$ cat src/dim_pkg.sv
// Package for the digital input function mapper: register map, reset
// values, filter times and the state record of the mapper.
// Assumes a 25 MHz clock and an Avalon-MM slave with byte addresses.
package dim_pkg;

    // ************************************************************
    // Clock and filter times
    // ************************************************************
    localparam int DIM_CLK_PERIOD_NS = 40;
    localparam int DIM_SLOW_FILTER_NS = 3000000;
    localparam int DIM_FAST_FILTER_NS = 250000;
    localparam int DIM_SLOW_CYC = DIM_SLOW_FILTER_NS / DIM_CLK_PERIOD_NS;
    localparam int DIM_FAST_CYC = DIM_FAST_FILTER_NS / DIM_CLK_PERIOD_NS;
    localparam int DIM_CNT_W = 17;
    localparam int DIM_N_TERM = 9;
    localparam int DIM_N_SLOW = 7;
    localparam int DIM_FN_MAX = 37;

    // ************************************************************
    // Register map (byte offsets)
    // ************************************************************
    localparam logic [7:0] DIM_FN_SEL_OFS = 8'h00;
    localparam logic [7:0] DIM_LG_SEL_OFS = 8'h04;
    localparam logic [7:0] DIM_TERM_STRIDE = 8'h08;
    localparam logic [7:0] DIM_CTRL_OFS = 8'h48;
    localparam logic [7:0] DIM_STATUS_OFS = 8'h4C;
    localparam logic [7:0] DIM_ACT_LO_OFS = 8'h50;
    localparam logic [7:0] DIM_ACT_HI_OFS = 8'h54;
    localparam logic [7:0] DIM_LEVEL_OFS = 8'h58;
    localparam int DIM_CTRL_RUN_BIT = 0;
    localparam int DIM_CTRL_INTFL_BIT = 1;
    localparam int DIM_STAT_DUP_BIT = 0;
    localparam int DIM_STAT_TRIG_BIT = 1;

    // Selector reset values, terminal 1 in the lowest slot
    localparam logic [8:0][5:0] DIM_FN_RST = {6'h00, 6'h1F, 6'h03, 6'h0C,
        6'h01, 6'h02, 6'h0D, 6'h0F, 6'h0E};
    localparam logic [8:0][2:0] DIM_LG_RST = '0;

    // ************************************************************
    // Logic selector modes and function codes
    // ************************************************************
    typedef enum logic [2:0] {
        DIM_LG_LOW = 3'h0, DIM_LG_HIGH = 3'h1, DIM_LG_RISE = 3'h2,
        DIM_LG_FALL = 3'h3, DIM_LG_BOTH = 3'h4
    } dim_logic_t;

    typedef enum logic [5:0] {
        DIM_FN_NONE, DIM_FN_SERVO_ENABLE, DIM_FN_FAULT_RESET,
        DIM_FN_GAIN_SWITCH, DIM_FN_CMD_SOURCE, DIM_FN_MULTI_DIR,
        DIM_FN_SEGMENT_BIT1, DIM_FN_SEGMENT_BIT2, DIM_FN_SEGMENT_BIT3,
        DIM_FN_SEGMENT_BIT4, DIM_FN_MODE_ONE, DIM_FN_MODE_TWO,
        DIM_FN_ZERO_CLAMP, DIM_FN_POS_INHIBIT, DIM_FN_FWD_OVERTRAVEL,
        DIM_FN_REV_OVERTRAVEL, DIM_FN_POS_TORQUE_LIMIT,
        DIM_FN_NEG_TORQUE_LIMIT, DIM_FN_FWD_JOG, DIM_FN_REV_JOG,
        DIM_FN_STEP_ENABLE, DIM_FN_HW_MAG_BIT1, DIM_FN_HW_MAG_BIT2,
        DIM_FN_HW_ENABLE, DIM_FN_GEAR_SELECT, DIM_FN_TORQUE_DIR,
        DIM_FN_SPEED_DIR, DIM_FN_POSITION_DIR, DIM_FN_SEG_POS_ENABLE,
        DIM_FN_INT_RELEASE, DIM_FN_UNUSED, DIM_FN_HOME_SENSOR,
        DIM_FN_HOMING_START, DIM_FN_INT_BLOCK, DIM_FN_EMERGENCY_HALT,
        DIM_FN_CLEAR_DEVIATION, DIM_FN_SPEED_LIMIT_SRC, DIM_FN_PULSE_BLOCK
    } dim_fn_t;

    // ************************************************************
    // Whole state of the mapper
    // ************************************************************
    typedef struct packed {
        logic [8:0][5:0] fn_sel;
        logic [8:0][2:0] lg_sel;
        logic [8:0][5:0] app_fn;
        logic [8:0][2:0] app_lg;
        logic [8:0][DIM_CNT_W-1:0] cnt;
        logic [8:0] filt;
        logic [8:0] prev;
        logic [37:0] fn_act;
        logic dup;
        logic int_trig;
        logic run;
        logic intfl;
        logic wait_req;
        logic [31:0] rdata;
    } dim_state_t;

endpackage : dim_pkg

$ cat src/dim_mapper.sv
// Digital input function mapper: filters nine input terminals, applies
// each terminal's logic selector and routes it to one of 37 functions.
// Assumes terminal inputs synchronous to clk and an Avalon-MM master.
//
// Operation
// Software writes function selectors 0 to 37 only
// Codes 1-16 map enable through positive torque limit
// Codes 17,18: negative torque limit, forward jog
// Codes 19-24: reverse jog through gear select
// Codes 29-37: interrupt release through pulse block
// Same function on two terminals raises fault
// Unassigned active function stays latched active
// Terminals 1-7 filtered with 3 ms
// Terminals 8-9 filtered with 0.25 ms
// Source holds ordinary pulses over 3 ms
// Source holds fast pulses over 0.25 ms
// Fixed-length mode makes terminal 9 the trigger
// Software keeps terminal 9 unassigned in that mode
// Logic selector: low, high, rise, fall, both
// Source holds opposite level 3 ms beforehand
// Selector changes apply only while drive stopped
`timescale 1ns/10ps
module dim_mapper #(
    parameter int SLOW_CYC = dim_pkg::DIM_SLOW_CYC,
    parameter int FAST_CYC = dim_pkg::DIM_FAST_CYC
) (
    input wire logic clk,
    input wire logic rst_n,
    input wire logic [7:0] avs_address,
    input wire logic avs_read,
    input wire logic avs_write,
    input wire logic [3:0] avs_byteenable,
    input wire logic [31:0] avs_writedata,
    output logic [31:0] avs_readdata,
    output logic avs_waitrequest,
    input wire logic [8:0] din,
    output logic [37:0] fn_active,
    output logic dup_fault,
    output logic int_trigger
);

    // ************************************************************
    // Helpers
    // ************************************************************
    function automatic logic term_on(input logic lvl, input logic prv,
        input logic [2:0] mode);
        logic on;
        on = 1'b0;
        case (mode)
            dim_pkg::DIM_LG_LOW: on = ~lvl;
            dim_pkg::DIM_LG_HIGH: on = lvl;
            dim_pkg::DIM_LG_RISE: on = lvl & ~prv;
            dim_pkg::DIM_LG_FALL: on = ~lvl & prv;
            dim_pkg::DIM_LG_BOTH: on = lvl ^ prv;
            default: on = 1'b0;
        endcase
        return on;
    endfunction : term_on

    function automatic logic term_reg(input logic [7:0] addr);
        return addr < dim_pkg::DIM_CTRL_OFS && addr[1:0] == 2'h0;
    endfunction : term_reg

    localparam logic [dim_pkg::DIM_CNT_W-1:0] SLOW_TOP =
        dim_pkg::DIM_CNT_W'(SLOW_CYC - 1);
    localparam logic [dim_pkg::DIM_CNT_W-1:0] FAST_TOP =
        dim_pkg::DIM_CNT_W'(FAST_CYC - 1);

    dim_pkg::dim_state_t st_reg;
    dim_pkg::dim_state_t st_next;
    logic [8:0] term_act;
    logic [8:0] term_used;
    logic [37:0] fn_assigned;
    logic dup_now;
    logic [3:0] idx;

    // ************************************************************
    // Next state
    // ************************************************************
    always_comb begin
        logic hit;
        logic [dim_pkg::DIM_CNT_W-1:0] top;
        st_next = st_reg;
        hit = 1'b0;
        top = SLOW_TOP;
        term_act = '0;
        term_used = '0;
        fn_assigned = '0;
        dup_now = 1'b0;
        idx = avs_address[6:3];

        // Filter: a level must differ for the whole window to be taken
        for (int t = 0; t < dim_pkg::DIM_N_TERM; t++) begin
            top = (t < dim_pkg::DIM_N_SLOW) ? SLOW_TOP : FAST_TOP;
            if (din[t] == st_reg.filt[t]) begin
                st_next.cnt[t] = '0;
            end else if (st_reg.cnt[t] >= top) begin
                st_next.filt[t] = din[t];
                st_next.cnt[t] = '0;
            end else begin
                st_next.cnt[t] = st_reg.cnt[t] + 1'b1;
            end
            term_act[t] = term_on(st_reg.filt[t], st_reg.prev[t],
                st_reg.app_lg[t]);
            // Terminal 9 is withheld from its function in fixed-length mode
            term_used[t] = !(t == dim_pkg::DIM_N_TERM - 1 && st_reg.intfl)
                && st_reg.app_fn[t] != 6'h00;
        end
        st_next.prev = st_reg.filt;

        // Selectors reach the mapping only while stopped
        if (!st_reg.run) begin
            st_next.app_fn = st_reg.fn_sel;
            st_next.app_lg = st_reg.lg_sel;
        end

        // Route terminals to functions; unassigned ones keep their value
        st_next.fn_act[0] = 1'b0;
        for (int f = 1; f <= dim_pkg::DIM_FN_MAX; f++) begin
            hit = 1'b0;
            for (int t = 0; t < dim_pkg::DIM_N_TERM; t++) begin
                if (term_used[t] && st_reg.app_fn[t] == 6'(f)) begin
                    fn_assigned[f] = 1'b1;
                    hit = hit | term_act[t];
                end
            end
            if (fn_assigned[f]) begin
                st_next.fn_act[f] = hit;
            end else begin
                st_next.fn_act[f] = st_reg.fn_act[f];
            end
        end

        // Any nonzero code seen on two terminals is a fault, except terminal 9 in fixed-length mode
        for (int i = 0; i < dim_pkg::DIM_N_TERM; i++) begin
            for (int j = i + 1; j < dim_pkg::DIM_N_TERM; j++) begin
                if (term_used[i] && term_used[j]
                    && st_reg.app_fn[i] == st_reg.app_fn[j]) begin
                    dup_now = 1'b1;
                end
            end
        end
        st_next.dup = dup_now;
        st_next.int_trig = st_reg.intfl
            & term_act[dim_pkg::DIM_N_TERM - 1];

        // Bus: one wait cycle, then a single cycle with waitrequest low
        st_next.wait_req = !((avs_read || avs_write) && st_reg.wait_req);
        if (avs_read && st_reg.wait_req) begin
            st_next.rdata = '0;
            if (term_reg(avs_address) && avs_address[2]) begin
                st_next.rdata[2:0] = st_reg.lg_sel[idx];
            end else if (term_reg(avs_address)) begin
                st_next.rdata[5:0] = st_reg.fn_sel[idx];
            end else begin
                case (avs_address)
                    dim_pkg::DIM_CTRL_OFS: begin
                        st_next.rdata[dim_pkg::DIM_CTRL_RUN_BIT] = st_reg.run;
                        st_next.rdata[dim_pkg::DIM_CTRL_INTFL_BIT] =
                            st_reg.intfl;
                    end
                    dim_pkg::DIM_STATUS_OFS: begin
                        st_next.rdata[dim_pkg::DIM_STAT_DUP_BIT] = st_reg.dup;
                        st_next.rdata[dim_pkg::DIM_STAT_TRIG_BIT] =
                            st_reg.int_trig;
                    end
                    dim_pkg::DIM_ACT_LO_OFS: st_next.rdata = st_reg.fn_act[31:0];
                    dim_pkg::DIM_ACT_HI_OFS: st_next.rdata[5:0] =
                        st_reg.fn_act[37:32];
                    dim_pkg::DIM_LEVEL_OFS: st_next.rdata[8:0] = st_reg.filt;
                    default: st_next.rdata = '0;
                endcase
            end
        end
        // Only byte lane 0 carries writable bits
        if (avs_write && !st_reg.wait_req && avs_byteenable[0]) begin
            if (term_reg(avs_address) && avs_address[2]) begin
                st_next.lg_sel[idx] = avs_writedata[2:0];
            end else if (term_reg(avs_address)) begin
                // Codes above 37 are stored but match no function
                st_next.fn_sel[idx] = avs_writedata[5:0];
            end else if (avs_address == dim_pkg::DIM_CTRL_OFS) begin
                st_next.run = avs_writedata[dim_pkg::DIM_CTRL_RUN_BIT];
                st_next.intfl = avs_writedata[dim_pkg::DIM_CTRL_INTFL_BIT];
            end
        end
    end

    // ************************************************************
    // State register
    // ************************************************************
    always_ff @(posedge clk) begin
        if (!rst_n) begin
            st_reg <= '{fn_sel: dim_pkg::DIM_FN_RST,
                app_fn: dim_pkg::DIM_FN_RST, wait_req: 1'b1, default: '0};
        end else begin
            st_reg <= st_next;
        end
    end

    assign avs_readdata = st_reg.rdata;
    assign avs_waitrequest = st_reg.wait_req;
    assign fn_active = st_reg.fn_act;
    assign dup_fault = st_reg.dup;
    assign int_trigger = st_reg.int_trig;

    // ************************************************************
    // Checks
    // ************************************************************
    filter_slow_a: assert property (@(posedge clk) disable iff (!rst_n)
        $changed(st_reg.filt[0]) |-> $past(st_reg.cnt[0]) == SLOW_TOP)
        else $error("Slow terminal changed before its window");

    filter_fast_a: assert property (@(posedge clk) disable iff (!rst_n)
        $changed(st_reg.filt[7]) |-> $past(st_reg.cnt[7]) == FAST_TOP)
        else $error("Fast terminal changed before its window");

    dup_fault_a: assert property (@(posedge clk) disable iff (!rst_n)
        (st_reg.app_fn[0] != 6'h00 && st_reg.app_fn[0] == st_reg.app_fn[2])
        |=> dup_fault)
        else $error("Duplicate code not flagged");

    latch_hold_a: assert property (@(posedge clk) disable iff (!rst_n)
        ##1 ((fn_active ^ $past(fn_active)) & ~$past(fn_assigned)) == '0)
        else $error("Unassigned function changed");

    map_route_a: assert property (@(posedge clk) disable iff (!rst_n)
        (term_used[0] && term_act[0] && st_reg.app_fn[0] <= 6'h25)
        |=> fn_active[$past(st_reg.app_fn[0])])
        else $error("Active terminal did not raise its function");

    trig_mode_a: assert property (@(posedge clk) disable iff (!rst_n)
        (st_reg.intfl && term_act[8]) |=> int_trigger ##0
        !fn_active[0])
        else $error("Terminal 9 did not trigger");

    trig_off_a: assert property (@(posedge clk) disable iff (!rst_n)
        !st_reg.intfl |=> !int_trigger)
        else $error("Trigger without fixed-length mode");

    rise_mode_a: assert property (@(posedge clk) disable iff (!rst_n)
        (st_reg.app_lg[1] == dim_pkg::DIM_LG_RISE && term_act[1])
        |-> $rose(st_reg.filt[1]))
        else $error("Rising mode active without a rise");

    level_mode_a: assert property (@(posedge clk) disable iff (!rst_n)
        st_reg.app_lg[2] == dim_pkg::DIM_LG_LOW
        |-> term_act[2] == !st_reg.filt[2])
        else $error("Low mode does not follow the level");

    apply_stop_a: assert property (@(posedge clk) disable iff (!rst_n)
        st_reg.run |=> $stable(st_reg.app_fn) && $stable(st_reg.app_lg))
        else $error("Selectors changed while running");

    bus_answer_a: assert property (@(posedge clk) disable iff (!rst_n)
        (avs_read || avs_write) && avs_waitrequest |=> !avs_waitrequest)
        else $error("Bus answer late");

    // ************************************************************
    // Checks on filters, mapping, faults, modes and the bus
    // ************************************************************
    slow_window_a: assert property (@(posedge clk) disable iff (!rst_n)
        $changed(st_reg.filt[1]) |-> $past(st_reg.cnt[1]) == SLOW_TOP)
        else $error("Slow terminal 2 changed before its window");

    fast_window_a: assert property (@(posedge clk) disable iff (!rst_n)
        $changed(st_reg.filt[8]) |-> $past(st_reg.cnt[8]) == FAST_TOP)
        else $error("Fast terminal 9 changed before its window");

    glitch_hold_a: assert property (@(posedge clk) disable iff (!rst_n)
        din[0] == st_reg.filt[0] |=> $stable(st_reg.filt[0]))
        else $error("Filtered level moved without a difference");

    count_clear_a: assert property (@(posedge clk) disable iff (!rst_n)
        din[0] == st_reg.filt[0] |=> st_reg.cnt[0] == '0)
        else $error("Filter count kept after a glitch");

    neg_jog_map_a: assert property (@(posedge clk) disable iff (!rst_n)
        (term_used[2] && term_act[2]
        && (st_reg.app_fn[2] == 6'h11 || st_reg.app_fn[2] == 6'h12))
        |=> fn_active[$past(st_reg.app_fn[2])])
        else $error("Code 17 or 18 not raised");

    gear_map_a: assert property (@(posedge clk) disable iff (!rst_n)
        (term_used[2] && term_act[2]
        && st_reg.app_fn[2] >= 6'h13 && st_reg.app_fn[2] <= 6'h18)
        |=> fn_active[$past(st_reg.app_fn[2])])
        else $error("Code 19 to 24 not raised");

    homing_map_a: assert property (@(posedge clk) disable iff (!rst_n)
        (term_used[2] && term_act[2]
        && st_reg.app_fn[2] >= 6'h1D && st_reg.app_fn[2] <= 6'h25)
        |=> fn_active[$past(st_reg.app_fn[2])])
        else $error("Code 29 to 37 not raised");

    dup_set_a: assert property (@(posedge clk) disable iff (!rst_n)
        dup_now |=> dup_fault)
        else $error("Duplicate seen but not flagged");

    dup_clear_a: assert property (@(posedge clk) disable iff (!rst_n)
        !dup_now |=> !dup_fault)
        else $error("Fault stays without a duplicate");

    fall_mode_a: assert property (@(posedge clk) disable iff (!rst_n)
        (st_reg.app_lg[1] == dim_pkg::DIM_LG_FALL && term_act[1])
        |-> $fell(st_reg.filt[1]))
        else $error("Falling mode active without a fall");

    both_mode_a: assert property (@(posedge clk) disable iff (!rst_n)
        (st_reg.app_lg[1] == dim_pkg::DIM_LG_BOTH && term_act[1])
        |-> $changed(st_reg.filt[1]))
        else $error("Edge mode active without a change");

    high_mode_a: assert property (@(posedge clk) disable iff (!rst_n)
        st_reg.app_lg[2] == dim_pkg::DIM_LG_HIGH
        |-> term_act[2] == st_reg.filt[2])
        else $error("High mode does not follow the level");

    apply_copy_a: assert property (@(posedge clk) disable iff (!rst_n)
        !st_reg.run |=> st_reg.app_fn == $past(st_reg.fn_sel))
        else $error("Selectors not applied while stopped");

    trig_quiet_a: assert property (@(posedge clk) disable iff (!rst_n)
        (st_reg.intfl && !term_act[8]) |=> !int_trigger)
        else $error("Trigger without terminal 9 activity");

    bus_idle_a: assert property (@(posedge clk) disable iff (!rst_n)
        !(avs_read || avs_write) |=> avs_waitrequest)
        else $error("Waitrequest low with no request");

    status_read_a: assert property (@(posedge clk) disable iff (!rst_n)
        (avs_read && avs_waitrequest
        && avs_address == dim_pkg::DIM_STATUS_OFS)
        |=> avs_readdata[dim_pkg::DIM_STAT_DUP_BIT] == $past(dup_fault))
        else $error("Status read lost the fault");

    ctrl_write_a: assert property (@(posedge clk) disable iff (!rst_n)
        (avs_write && !avs_waitrequest && avs_byteenable[0]
        && avs_address == dim_pkg::DIM_CTRL_OFS)
        |=> st_reg.run == $past(avs_writedata[dim_pkg::DIM_CTRL_RUN_BIT]))
        else $error("Control write did not land");

endmodule : dim_mapper

$ cat config.mk
export PLATFORM = sky130hd
export DESIGN_NAME = dim_mapper
export DESIGN_NICKNAME = d
export VERILOG_FILES = /design/src/dim_pkg.sv /design/src/dim_mapper.sv
export SDC_FILE = /design/constraint.sdc
export NUM_CORES = 1
export LEC_CHECK = 0
export ABC_AREA = 0
export BUFFER_PORTS_ARGS = -buffer_cell sky130_fd_sc_hd__buf_2
export CAP_MARGIN = 20
export CORE_AREA = 2 2 312 314
export CTS_CLUSTER_DIAMETER = 200
export CTS_CLUSTER_SIZE = 14
export DETAILED_ROUTE_END_ITERATION = 12
export DIE_AREA = 0 0 314 316
export PLACE_DENSITY = 0.46
export SLEW_MARGIN = 20
export SYNTH_ARGS = -nofsm -noshare
export SYNTH_HDL_FRONTEND = slang
export SYNTH_SLANG_ARGS = --single-unit
$ cat constraint.sdc
create_clock -name clk -period 5.46 [get_ports clk]
set_input_delay 0.273 -clock clk [delete_from_list [all_inputs] [get_ports clk]]
set_output_delay 0.273 -clock clk [all_outputs]
set_load 0.05 [all_outputs]
* After elaboration in Yosys (flattened, before gate mapping)
Index checks and enable logic that the tools add are counted. Widths: inputs -> output; s select.
Word-level totals: register bits 408, output and inout port bits 73, logic and storage cells 2079
Cells by class: add/subtract/negate cells 9, order comparisons 12, equality and inequality tests 419, mux-type cells 729, bitwise operators 354, reduce and logical (&&, ||, !) cells 457
Operators by type and width (number):
- $eq 6x5->1 const B | 144
- $mux 1 | 702
- $eq 6x4->1 const B | 72
- $logic_and 1x1->1 | 413
- $eq 6x6->1 const B | 54
- $or 1x1->1 | 296
- $eq 6x3->1 const B | 36
- $eq 6x6->1 | 36
- $add 17x1->17 const B | 9
- $ge 17x17->1 const B | 7
- $eq 6x2->1 const B | 18
- $bwmux 54 | 1
- $eq 3x2->1 const B | 18
- $eq 6x1->1 const B | 9
- $reduce_bool 6->1 | 9
- $pmux 1 s5 | 9
- $eq 8x7->1 const B | 5
- $ge 17x13->1 const B | 2
- $not 1->1 | 30
- $mux 29 | 1
- $bwmux 27 | 1
- $eq 3x1->1 const B | 9
- $eq 3x3->1 const B | 9
- $logic_not 3->1 | 9
- 24 further kinds | 81

* Logic depth before layout (Yosys ltp)
depth in word-level cells 39, depth in mapped cells 10, depth with buffers taken out 9

* Worst setup path after synthesis
OpenSTA, ideal clock, no wires.
path kind register -> register, start register st_reg, in the netlist st_next[76], end register st_reg, in the netlist fn_active[14], setup time 0.074 ns, data arrival time 2.096 ns, path slack 3.290 ns, cell stages (with the launch flop) 9, cells stage by stage dfxtp_1 ha_1 or4b_1 o41ai_2 nor2_1 nor2_1 nand3_1 o221a_2 a31oi_1
Between the ends: longest elaborated chain between the ends 19, elaborated cells between the ends (all ways) 21, those cells by class 9 x mux; 12 x bitwise
Ends and longest elaborated chain:
- start: declaration | line dim_mapper.sv:69 | dim_pkg::dim_state_t st_reg;
- start signal: assignment | line dim_mapper.sv:194 | st_reg <= '{fn_sel: dim_pkg::DIM_FN_RST,
- start signal: assignment | line dim_mapper.sv:197 | st_reg <= st_next;
- $not 1->1 | line dim_mapper.sv:50, dim_mapper.sv:53
- $and 1x1->1 | line dim_mapper.sv:53 | dim_pkg::DIM_LG_FALL: on = ~lvl & prv;
- $pmux 1 s5 * | line dim_mapper.sv:49 | case (mode)
- $or 1x1->1 * | line dim_mapper.sv:124 | hit = hit | term_act[t];
- $mux 1 * | line dim_mapper.sv:122 | if (term_used[t] && st_reg.app_fn[t] == 6'(f)) begin
- $or 1x1->1 | line dim_mapper.sv:124
- $mux 1 * | line dim_mapper.sv:122
- $or 1x1->1 | line dim_mapper.sv:124
- (+3 left out)
- $or 1x1->1 | line dim_mapper.sv:124
- $mux 1 * | line dim_mapper.sv:122
- $or 1x1->1 | line dim_mapper.sv:124
- $mux 1 * | line dim_mapper.sv:122
- $or 1x1->1 | line dim_mapper.sv:124
- $mux 1 * | line dim_mapper.sv:122
- $or 1x1->1 | line dim_mapper.sv:124
- $mux 1 * | line dim_mapper.sv:122
Mark *: on every way between the ends. The rest lies on a longest branch, timed or not. A chain may end at the register's enable or synchronous reset.

* Worst setup path in the final report
start register st_reg[298] (netlist bit), end register st_reg, in the netlist fn_active[18]
Between the ends: longest elaborated chain between the ends 11, elaborated cells between the ends (all ways) 17, those cells by class 1 x eq/ne; 10 x mux; 4 x bitwise; 2 x reduce/logical
Ends and longest elaborated chain (line):
- $eq 6x5->1 or $reduce_bool 6->1 (tied branches) | dim_mapper.sv:122, dim_mapper.sv:107
- $logic_and 1x1->1 * | dim_mapper.sv:122
- $mux 1 | dim_mapper.sv:122
- $or 1x1->1 | dim_mapper.sv:124
- $mux 1 | dim_mapper.sv:122
- $or 1x1->1 | dim_mapper.sv:124
- $mux 1 | dim_mapper.sv:122
- $or 1x1->1 | dim_mapper.sv:124
- $mux 1 | dim_mapper.sv:122
- $or 1x1->1 | dim_mapper.sv:124
- $mux 1 | dim_mapper.sv:122
Marks and branches as above.

==> out/results.ini <==
[clock_network]
cts_max_level = 2
ctsResizeCount = 0
clk_pin_slew_ns = 0.09
numCtsBuffers = 35
clock_latency_ns = 0.61
cts_root_buf = clkbuf_16
cts_tree = done
cts_buffer_depth = 3
cts.sinks = 407

[floorplanning]
start_util_pct = 26.8
num_rows = 114
die_x_um = 314
num_io_pins = 130
fp.dieH_um = 316
core_area_um2 = 96000
die_area_um2 = 99200

[worst_setup_path]
cp.arrival_ns = 3.85
cp_slowest_cell = nor3_1
worst-path-buf-inv = 1
cp.required_ns = 5.93
critPathMaxFanout = 13
crit_top_cell = nand3_1
start_kind = flip-flop
crit_type = flip-flop to flip-flop
critPathTopFamily = simple AND/OR/NAND/NOR gates
end_kind = flip-flop
slowest_delay_ns = 0.94
crit_chain = buf_4 -> nand2b_1 -> nor3_1 -> a221oi_1 -> nand3_1 -> nand3_1 -> o221a_2

[place]
io_buffers = 99
gp_congestion = 1.05
pre_cts_slack_ns = 2.16
dpl_cell_area_um2 = 27200
dp_hpwl_um = 91500

[timing]
fin_worst_skew_ns = 0.0645
rsz0062_at_grt = no
relSlewSlack_pct = 15.4
finalWorstSetupSlack_ns = 2.09
setup_viol_count_final = 0
tightest_slew_ns = 1.26
drv_slew = 0
fmax_mhz = 296
min_period_over_period_pct = 61.8
min_period_ns = 3.37
setup_tns_ns = 0
hold_viol_final = 0

[finish]
fin_nets = 3243
drive_gt1_share_pct = 10.8
design_area_um2 = 28300
multiInputGateArea_um2 = 16000
largest_reg_flops = 326
regArea_um2 = 8160
syn_to_final_growth_pct = 9.87
fillCellCount = 10300

[logic_synthesis]
synth_area_leaders = dfxtp_1 32%, nor2_1 7.1%, xnor2_1 6.3%, mux2i_1 6.0%, xor2_1 5.3%
synthDistinctLibCells = 95
synthAdderAreaFrac_pct = 1.41
synthMuxAreaShare_pct = 7.86
yosysMostFrequentCell = nor2_1
synth-seq-area-share_pct = 31.6
synth_top_family_by_area = simple AND/OR/NAND/NOR gates
synth_common_cells = 485 x nor2_1, 407 x dfxtp_1, 234 x nand2_1
synth_xor_area_share_pct = 11.6
yosysWarnings = 0
synth_ff_type = dfxtp_1
synth-async-reset-ratio_pct = 0
synth_edf_count = 0
avgSynthCellArea_um2 = 8.08
netlist_area_um2 = 25700
synth_seq_cells = 407
synth-simple-area-share_pct = 24.4
synth_top_area_share_pct = 31.6
yosysTopAreaCell = dfxtp_1
syn_inst = 3186
synth-compound-area-share_pct = 16.5

[global_routing]
antenna_found_initial = 4
grt_util_all_layers_pct = 25.3
grt.overflow.total = 0
grt-busiest-layer = met2
globalRouteMet3Util_pct = 6.19
first_global_vias = 24200
grt_pass1_wl_um = 182000
use_met1_pct = 33.1
use_met2_pct = 38.2
grt_max_degree = 112

[routing]
drt_iter0_drc = 2811
drt_pass1_iterations = 6
vias_per_cell = 5.71
ant_nets = 0
wl_per_cell_um = 29.1
via_count = 25400
drc = 0
wl_um = 129000

[job]
max_cap_viol_count = 0

[pwr]
power_mw = 5.61
peakVddDrop_mv = 0.150
p_leak_nw = 9.65
powerDensity_nw_per_um2 = 198

[min_path]
hp-class = primary input to flip-flop

[status]
status = finished, final reports clean

-- logic make-up (layout without fill, tap and decap cells) --
logic type | after synthesis | in the layout
xor gates and xnor gates | 341 | 341
and+or+nand+nor | 1304 | 1304
DFF | 407 | 407
other | 1 | 13
adders and majority gates | 29 | 29
buffers and inverters | 339 | 305
AOI/OAI and AO/OA | 586 | 586
muxes | 179 | 179
-- stage by stage --
| step | cells | hold WS (ns) | util, % |
|---|---|---|---|
| floorplan | 3194 | 0.389 | - |
| global placement | 4386 | 0.435 | 28.4 |
| detailed placement | 4386 | 0.442 | 28.4 |
| CTS | 4436 | 0.0205 | 29.5 |
| global route | 4437 | 0.0368 | 29.5 |
| finish | 4440 | 0.0244 | 29.5 |
-- per-layer routing --
metal  vias to the layer above  part of all wire [%]
li1                      11200                     -
met1                     12300                    42
met2                      1375                    42
met3                       412                   9.6
met4                         0                   6.3
met5                         -                     0
-- layout by cell type (no fill, tap or decap), types with 53 or more instances in the layout --
cell type,n
a21oi_1,69
a22oi_1,80
buf_2,98
buf_4,102
dfxtp_1,401
inv_1,53
mux2i_1,155
nand2_1,233
nand2b_1,59
nand3_1,137
nand4_1,63
nor2_1,478
nor2b_1,65
nor3_1,77
o21ai_0,75
o22ai_1,66
xnor2_1,185
xor2_1,156
-- where the power goes --
group | internal, mW | switching [mW] | total (mW)
Clock | 1.16 | 1.21 | 2.37
Combinational | 0.0574 | 0.175 | 0.232
Sequential | 2.98 | 0.0214 | 3.00
Total | 4.20 | 1.41 | 5.61
-- layout make-up --
type / instances / area share [%]
timing repair buffer: 211 / 4.87
clock inverter: 3 / 0.159
tap: 1276 / 5.64
multi-input combinational: 2448 / 56.6
clock buffer: 37 / 3.12
sequential: 407 / 28.8
inverter: 54 / 0.734
antenna: 4 / 0.0354
-- worst min-delay path, cell delays in order --
cell     delay, ns
buf_2         0.12
mux2i_1       0.07
nor2_1        0.08
-- final timing paths --
| path | startpoint | endpoint | slack (ns) | cells after the start |
|---|---|---|---|---|
| setup / recovery | st_reg[298]$_SDFFE_PN0N_ | fn_active[18]$_SDFFE_PN0P_ | 2.09 | 7 |
| hold / removal | din[1] | st_next[76]$_SDFFE_PN0P_ | 0.02 | 3 |
| setup reg to reg | st_reg[298]$_SDFFE_PN0N_ | fn_active[18]$_SDFFE_PN0P_ | 2.09 | 7 |
| hold reg to reg | st_reg[93]$_SDFF_PP0_ | st_reg[93]$_SDFF_PP0_ | 0.45 | 1 |
-- what timing repair did --
item	in CTS	in global routing
endpoints found under the hold margin	9	0
setup buffers	0	0
hold buffers	10	0
endpoints found under the setup margin	0	0
No activity file was read; power rests on OpenSTA's default activity.
